## config.mk

```make
export PLATFORM = sky130hd
export DESIGN_NAME = reset_sync_pwm_three_phase
export DESIGN_NICKNAME = d
export VERILOG_FILES = /design/src/design/reset_sync_pwm_three_phase.v
export VERILOG_INCLUDE_DIRS = /design/src /design/src/design
export SDC_FILE = /design/constraint.sdc
export NUM_CORES = 1
export LEC_CHECK = 0
export BUFFER_PORTS_ARGS = -buffer_cell sky130_fd_sc_hd__buf_4
export CORE_UTILIZATION = 45
export CTS_CLUSTER_DIAMETER = 120
export CTS_CLUSTER_SIZE = 10
export DETAILED_ROUTE_END_ITERATION = 7
export GPL_TIMING_DRIVEN = 0
export PLACE_DENSITY = 0.69
export SYNTH_ARGS = -nofsm -noshare
export SYNTH_HDL_FRONTEND = slang
export SYNTH_SLANG_ARGS = --single-unit
```

## constraint.sdc

```tcl
create_clock -name clk -period 2.2 [get_ports clk]
set_input_delay 0.11 -clock clk [delete_from_list [all_inputs] [get_ports clk]]
set_output_delay 0.11 -clock clk [all_outputs]
set_load 0.05 [all_outputs]
```

## src/design/pwm_sync_defines.vh

```
// Purpose: register offsets, field positions and reset values of the PWM block
// Assumes: Avalon-MM word addressing, one 32-bit word per register
// Notes: byte address = 4 * word index
`ifndef PWM_SYNC_DEFINES_VH
`define PWM_SYNC_DEFINES_VH

`define ADDR_PERIOD        4'h0
`define ADDR_CHANGE1       4'h1
`define ADDR_CHANGE2       4'h2
`define ADDR_CHANGE3       4'h3
`define ADDR_PIN_DISABLE   4'h4
`define ADDR_CUTOFF_EN     4'h5
`define ADDR_STATUS        4'h6
`define ADDR_IRQ_EN        4'h7
`define ADDR_START         4'h8
`define ADDR_PRIORITY      4'h9
`define ADDR_MODE          4'ha
`define ADDR_CLEAR_SEL     4'hb
`define ADDR_COUNTER       4'hc
`define ADDR_MASK          4'hd

`define BIT_PIN_B0         1
`define BIT_PIN_D0         3
`define BIT_PIN_A1         4
`define BIT_PIN_B1         5
`define BIT_PIN_C1         6
`define BIT_PIN_D1         7
`define BIT_CUTOFF_EN      7
`define BIT_PERIOD_FLAG    0
`define BIT_PERIOD_IRQ_EN  0
`define BIT_RUN            0
`define BIT_REQ_PENDING    3
`define BIT_NORMAL_LVL     2
`define BIT_COUNTER_LVL    3

`define MODE_RESET_SYNC    2'h1
`define CLEAR_ON_PERIOD    3'h1
`define RST_PIN_DISABLE    8'hff
`define RST_PERIOD         16'hffff
`define RST_CHANGE         16'hffff

`endif

```

## src/design/reset_sync_pwm_three_phase.v

```verilog
// Purpose: reset-synchronous three-phase PWM channel with Avalon-MM registers
// Assumes: one 10 MHz clock, synchronous active-high reset, inputs synchronous
// Notes: every access takes one wait state; read data comes from flip-flops
//        clearing the period flag needs a read that saw it set, then a zero
//        write; a period match in the same cycle keeps the flag set
//
// Local design decisions: the Avalon-MM interface to the registers and the placing of the registers.
`timescale 1ns/1ps
`include "pwm_sync_defines.vh"

module reset_sync_pwm_three_phase (
    // Clock and reset
    input  wire        clk,
    input  wire        sys_rst,
    // Avalon-MM slave
    input  wire [3:0]  address,
    input  wire        read,
    input  wire        write,
    input  wire [31:0] writedata,
    input  wire [3:0]  byteenable,
    output reg  [31:0] readdata,
    output wire        waitrequest,
    // External forced cutoff, high requests shutdown
    input  wire        cutoff_in,
    // PWM pins: value and output enable
    output reg  [5:0]  pwm_out,
    output reg  [5:0]  pwm_oe,
    // Interrupt
    output wire        irq
);

    // Software-visible registers, plus the internal flag_read_seen
    reg  [15:0] pwm_period_compare;
    reg  [15:0] first_change_point;
    reg  [15:0] second_change_point;
    reg  [15:0] third_change_point;
    reg  [7:0]  pin_output_disable;
    reg         cutoff_input_enable;
    reg         period_match_flag;
    reg         flag_read_seen;
    reg         period_match_irq_enable;
    reg         channel0_run_flag;
    reg  [2:0]  priority_level_field;
    reg  [1:0]  combination_mode;
    reg  [2:0]  counter_clear_select;
    reg         normal_phase_level_select;
    reg         counter_phase_level_select;
    reg         irq_mask;

    // Counter and phase state
    reg  [15:0] channel0_counter;
    reg  [2:0]  phase_active;

    // Bus handshake
    reg         ack;

    wire        access    = read | write;
    wire        wr        = write & ack;
    wire        rd        = read & ack;
    wire        pwm_mode  = (combination_mode == `MODE_RESET_SYNC);
    wire        period_hit = channel0_run_flag &&
                            (channel0_counter == pwm_period_compare);
    wire [15:0] change_point [0:2];
    wire        cut = cutoff_input_enable & cutoff_in;
    wire [5:0]  pin_bit_disable;
    wire        pending = period_match_flag & period_match_irq_enable;

    assign change_point[0] = first_change_point;
    assign change_point[1] = second_change_point;
    assign change_point[2] = third_change_point;

    // One wait cycle lets reads come from flip-flops
    assign waitrequest = access & ~ack;
    assign irq = pending & irq_mask & (priority_level_field != 3'h0);

    // Pin order: b0, d0, a1, c1, b1, d1 (normal, partner pairs)
    assign pin_bit_disable = {pin_output_disable[`BIT_PIN_D1],
                              pin_output_disable[`BIT_PIN_B1],
                              pin_output_disable[`BIT_PIN_C1],
                              pin_output_disable[`BIT_PIN_A1],
                              pin_output_disable[`BIT_PIN_D0],
                              pin_output_disable[`BIT_PIN_B0]};

    always @(posedge clk) begin
        if (sys_rst) begin
            ack <= 1'b0;
        end else begin
            ack <= access & ~ack;
        end
    end

    // Register writes; byte lane 0 carries 8-bit registers
    always @(posedge clk) begin
        if (sys_rst) begin
            pwm_period_compare         <= `RST_PERIOD;
            first_change_point         <= `RST_CHANGE;
            second_change_point        <= `RST_CHANGE;
            third_change_point         <= `RST_CHANGE;
            pin_output_disable         <= `RST_PIN_DISABLE;
            cutoff_input_enable        <= 1'b0;
            period_match_irq_enable    <= 1'b0;
            channel0_run_flag          <= 1'b0;
            priority_level_field       <= 3'h0;
            combination_mode           <= 2'h0;
            counter_clear_select       <= 3'h0;
            normal_phase_level_select  <= 1'b0;
            counter_phase_level_select <= 1'b0;
            irq_mask                   <= 1'b0;
        end else if (wr) begin
            case (address)
                `ADDR_PERIOD: begin
                    if (byteenable[0]) begin
                        pwm_period_compare[7:0] <= writedata[7:0];
                    end
                    if (byteenable[1]) begin
                        pwm_period_compare[15:8] <= writedata[15:8];
                    end
                end

                `ADDR_CHANGE1: begin
                    if (byteenable[0]) begin
                        first_change_point[7:0] <= writedata[7:0];
                    end
                    if (byteenable[1]) begin
                        first_change_point[15:8] <= writedata[15:8];
                    end
                end

                `ADDR_CHANGE2: begin
                    if (byteenable[0]) begin
                        second_change_point[7:0] <= writedata[7:0];
                    end
                    if (byteenable[1]) begin
                        second_change_point[15:8] <= writedata[15:8];
                    end
                end

                `ADDR_CHANGE3: begin
                    if (byteenable[0]) begin
                        third_change_point[7:0] <= writedata[7:0];
                    end
                    if (byteenable[1]) begin
                        third_change_point[15:8] <= writedata[15:8];
                    end
                end

                `ADDR_PIN_DISABLE: begin
                    if (byteenable[0]) begin
                        pin_output_disable <= writedata[7:0];
                    end
                end

                `ADDR_CUTOFF_EN: begin
                    if (byteenable[0]) begin
                        cutoff_input_enable <= writedata[`BIT_CUTOFF_EN];
                    end
                end

                `ADDR_IRQ_EN: begin
                    if (byteenable[0]) begin
                        period_match_irq_enable <= writedata[`BIT_PERIOD_IRQ_EN];
                    end
                end

                `ADDR_START: begin
                    if (byteenable[0]) begin
                        channel0_run_flag <= writedata[`BIT_RUN];
                    end
                end

                `ADDR_PRIORITY: begin
                    if (byteenable[0]) begin
                        priority_level_field <= writedata[2:0];
                    end
                end

                `ADDR_MODE: begin
                    if (byteenable[0]) begin
                        combination_mode           <= writedata[1:0];
                        normal_phase_level_select  <= writedata[`BIT_NORMAL_LVL];
                        counter_phase_level_select <= writedata[`BIT_COUNTER_LVL];
                    end
                end

                `ADDR_CLEAR_SEL: begin
                    if (byteenable[0]) begin
                        counter_clear_select <= writedata[2:0];
                    end
                end

                `ADDR_MASK: begin
                    if (byteenable[0]) begin
                        irq_mask <= writedata[`BIT_PERIOD_FLAG];
                    end
                end

                // Status and counter words are written by their own processes
                default: begin
                end
            endcase
        end
    end

    // Flag clears only by a zero write after the set flag was read; a new
    // period match in the same cycle wins over the clear.
    always @(posedge clk) begin
        if (sys_rst) begin
            period_match_flag <= 1'b0;
            flag_read_seen    <= 1'b0;
        end else begin
            if (rd && address == `ADDR_STATUS && period_match_flag) begin
                flag_read_seen <= 1'b1;
            end else if (wr && address == `ADDR_STATUS && byteenable[0]) begin
                flag_read_seen <= 1'b0;
            end
            if (period_hit) begin
                period_match_flag <= 1'b1;
            end else if (wr && address == `ADDR_STATUS && byteenable[0] &&
                         !writedata[`BIT_PERIOD_FLAG] && flag_read_seen) begin
                period_match_flag <= 1'b0;
            end
        end
    end

    // Counter; direct writes allowed through the counter word
    // A write wins over counting so software can preset a start value
    always @(posedge clk) begin
        if (sys_rst) begin
            channel0_counter <= 16'h0000;
        end else if (wr && address == `ADDR_COUNTER) begin
            if (byteenable[0]) begin
                channel0_counter[7:0] <= writedata[7:0];
            end
            if (byteenable[1]) begin
                channel0_counter[15:8] <= writedata[15:8];
            end
        end else if (channel0_run_flag) begin
            if (period_hit && counter_clear_select == `CLEAR_ON_PERIOD) begin
                channel0_counter <= 16'h0000;
            end else begin
                channel0_counter <= channel0_counter + 16'h0001;
            end
        end
    end

    // Phase state: active from change match, inactive again at period match
    genvar g;
    generate
        for (g = 0; g < 3; g = g + 1) begin : phase
            always @(posedge clk) begin
                if (sys_rst || !pwm_mode) begin
                    phase_active[g] <= 1'b0;
                end else if (period_hit) begin
                    phase_active[g] <= 1'b0;
                end else if (channel0_run_flag &&
                             channel0_counter == change_point[g]) begin
                    phase_active[g] <= 1'b1;
                end
            end

            // Level select zero: inactive high, active low
            always @(posedge clk) begin
                if (sys_rst) begin
                    pwm_out[2*g]   <= 1'b0;
                    pwm_out[2*g+1] <= 1'b0;
                    pwm_oe[2*g]    <= 1'b0;
                    pwm_oe[2*g+1]  <= 1'b0;
                end else begin
                    pwm_out[2*g]   <= phase_active[g] ^ ~normal_phase_level_select;
                    pwm_out[2*g+1] <= ~phase_active[g] ^ ~counter_phase_level_select;
                    pwm_oe[2*g]    <= pwm_mode & ~pin_bit_disable[2*g] & ~cut;
                    pwm_oe[2*g+1]  <= pwm_mode & ~pin_bit_disable[2*g+1] & ~cut;
                end
            end
        end
    endgenerate

    // Read data registered at the end of the wait cycle, for reads and writes alike; unmapped reads zero
    always @(posedge clk) begin
        if (sys_rst) begin
            readdata <= 32'h00000000;
        end else if (access && !ack) begin
            case (address)
                `ADDR_PERIOD: begin
                    readdata <= {16'h0000, pwm_period_compare};
                end
                `ADDR_CHANGE1: begin
                    readdata <= {16'h0000, first_change_point};
                end
                `ADDR_CHANGE2: begin
                    readdata <= {16'h0000, second_change_point};
                end
                `ADDR_CHANGE3: begin
                    readdata <= {16'h0000, third_change_point};
                end
                `ADDR_PIN_DISABLE: begin
                    readdata <= {24'h000000, pin_output_disable};
                end
                `ADDR_CUTOFF_EN: begin
                    readdata <= {24'h000000, cutoff_input_enable, 7'h00};
                end
                `ADDR_STATUS: begin
                    readdata <= {31'h00000000, period_match_flag};
                end
                `ADDR_IRQ_EN: begin
                    readdata <= {31'h00000000, period_match_irq_enable};
                end
                `ADDR_START: begin
                    readdata <= {31'h00000000, channel0_run_flag};
                end
                `ADDR_PRIORITY: begin
                    readdata <= {28'h0000000, pending, priority_level_field};
                end
                `ADDR_MODE: begin
                    readdata <= {28'h0000000, counter_phase_level_select,
                                 normal_phase_level_select, combination_mode};
                end
                `ADDR_CLEAR_SEL: begin
                    readdata <= {29'h00000000, counter_clear_select};
                end
                `ADDR_COUNTER: begin
                    readdata <= {16'h0000, channel0_counter};
                end
                `ADDR_MASK: begin
                    readdata <= {31'h00000000, irq_mask};
                end
                default: begin
                    readdata <= 32'h00000000;
                end
            endcase
        end
    end

endmodule // reset_sync_pwm_three_phase

```

==> run metrics <==
highest clock rate=about 470 MHz; register share of total power=0.403; hold path start=writedata[3]; routed vias=6781; Hold EP=pin_output_disable[3]; MaxCap Viol Count=0; GRT Overall Usage=0.288; pin count of the biggest net entering global routing=17; Placed Instance Area=a little under 8000 um^2; Final Hold Fails=0; Top Ports=91; Setup TNS=0 ns; Worst Setup End Kind=flop; cell area after synthesis=7030 um^2; Synth async-reset ratio=0; Starting Density=0.463; antenna cells=0; final RePlAce weighted congestion=0.991; worst reg2reg path depth=9; first-pass GRT wire length=34800 um; Port Buffers=53; Post-Synthesis Cells=854; WL final=22900 um; Setup crit start kind=flop; Final HPWL DP=16600 um; Clock Power Share=0.479; VDD IR-drop max=0.000660 V; ratio of cells with drive above 1 in the final layout=0.166; crit path max fanout=10; GR Overflow Total=0; crit path time final=2.14 ns; Least-Margin Pin Slew=0.879 ns; CTS buffer count=17; Chip Height=127 um; NumNets Final=about 1000; critical path data required time=2.48 ns; Routed Antenna Nets=0; number of global-route vias before repair=6063; Combinational Power Share=0.118; Register Area=between 2000 and 3000 um^2; P_int=~4.7 mW; r2r setup slk=0.06 ns; Worst-path clk slew=0.06 ns; Hold Path Depth=3; CP arrival=2.41 ns; Mean Syn Cell Area=8.23 um^2; Hold WC Path Type=input port to flop; register area share after synthesis=0.387; initial antenna violation count=0; post-synth cell types=61; DRC viols=0; fillers=1394; DR iter-0 viols=835; drt first pass iters=6; Die X=127 um; die footprint=16100 um^2; Slew Limit Fails=0; clock tree from TritonCTS=done; Multi-input gate area=3940 um^2; Crit Reg-Reg Startpoint=channel0_counter[1]; Final setup violation count=0; Worst-Skew Late Latency=0.43 ns; WL per Instance=slightly below 20 um; Clock Tree Buf Depth=2; Rows=between 40 and 50; Yosys reg bits=136; sw frac=0.254; Synthesis Warnings=0; Final Util=0.562; skew final=0.00994 ns; Sink Count=between 100 and 150; status=complete, no violations; EDFF count, synth=0; core area=15200 um^2; H-tree depth=4; final worst-path cycle share=0.971; PD cells=roughly 740 nW/um^2; Post-Layout Inst Area=~8500 um^2; vias per cell=5.86; sw power=1.59 mW; Setup CP Type=flop to flop; Post-synth top flop=dfxtp_1; Relative slew margins=0.411; Area Growth Syn to Fin=21.5%; RR Endpoint=channel0_counter[12]; Root Buffer=clkbuf_16; leakage power=3.32 nW
registers in the layout, summed over array words and instances, names as in the netlist, 2 cells and up:
name	flops
third_change_point	16
first_change_point	16
counter_clear_select	3
channel0_counter	16
pwm_oe	6
readdata	16
pwm_period_compare	16
phase_active	3
pin_output_disable	8
combination_mode	2
priority_level_field	3
second_change_point	16
pwm_out	6
power groups by stage:
stage               registers, mW  logic (mW)  clock network [mW]
floorplan                    2.65       0.415                   0
global placement             2.58       0.707                   0
detailed placement           2.58       0.707                   0
CTS                          2.53       0.728                3.02
global route                 2.53       0.785                3.13
finish                       2.53       0.744                3.01
placed cells by master (no fill, tap or decap), drive strengths merged, types with 8 or more instances in the layout:
cell	n
nand3	74
inv	13
conb	16
dlygate4sd3	13
buf	109
nor3	16
a22oi	28
nand2b	14
nand4	16
nand2	159
a21oi	39
a222oi	10
clkbuf	47
dfxtp	136
mux2i	41
nor4	18
xnor2	58
a31oi	11
nor2	66
o21ai	8
repair_timing:
action | CTS | global route
cloned | 0 | 1
pin swaps | 0 | 6
endpoints found under the setup margin | 24 | 39
buffers inserted | 0 | 4
hold buffers | 13 | 0
endpoints found under the hold margin | 53 | 0
resized for setup | 2 | 6
layer usage:
layer	wire, um	part of all wire	global-route usage	vias up
met5	0	0	0	-
li1	-	-	-	3188
met4	796	0.035	0.126	0
met2	9900	0.43	0.426	384
met1	9890	0.43	0.400	3163
met3	2300	0.10	0.0662	46
critical path, stage by stage, from the launching register on:
cell and delay (ns):
dfxtp_1 0.31, buf_4 0.19, nor2b_1 0.14, a2111o_1 0.38
nor4_4 0.21, buf_4 0.19, nand4_4 0.14, buf_6 0.19
nand3_1 0.11, o22ai_1 0.11
Yosys cell counts, types with 21 or more instances:
master    instances  area share
a21oi_1          38       0.027
a22oi_1          28       0.030
buf_2            29       0.021
buf_4            21       0.022
clkbuf_1         25       0.013
dfxtp_1         136        0.39
mux2i_1          41       0.058
nand2_1         159       0.085
nand3_1          73       0.052
nor2_1           64       0.034
xnor2_1          58       0.072
final cells by class:
class | instances | share of cell area
buffer | 77 | 0.0485
clock buffer | 22 | 0.0543
clock inverter | 9 | 0.0173
inverter | 14 | 0.00615
multi-input combinational | 642 | 0.461
sequential | 136 | 0.319
tap | 188 | 0.0275
timing repair buffer | 70 | 0.0668
stage by stage:
step	total power [mW]	worst slack (ns)	hold slack, ns	std cells
2_1_floorplan	3.06	0.323	0.226	869
3_5_place_dp	3.29	-0.269	0.381	1110
5_1_grt	6.45	-0.0188	0.0309	1158
6_report	6.28	0.0644	0.0344	1158
4_1_cts	6.28	0.00827	0.0195	1153
3_3_place_gp	3.29	-0.283	0.377	1110
how the worst max path moves through the flow:
stage | from | endpoint | slack, ns | depth (start not counted)
floorplan | ack | readdata[12] | 0.32 | 7
global placement | write | readdata[9] | -0.28 | 8
detailed placement | write | readdata[9] | -0.27 | 8
CTS | channel0_counter[2] | channel0_counter[12] | 0.008 | 8
global route | channel0_counter[1] | channel0_counter[12] | -0.02 | 9
finish | channel0_counter[1] | channel0_counter[12] | 0.06 | 9
logic make-up (layout without fill, tap and decap cells):
kind of cell,count (synthesis),count (layout),synth area share
simple gates,387,388,0.272
flops,136,136,0.387
compound gates,132,132,0.132
buf+inv,92,192,0.0655
xor+xnor,61,61,0.0760
mux,44,44,0.0648
fa+ha+maj,1,1,0.00178
other cells,1,16,0.000533
(Power assumes the default switching activity.)
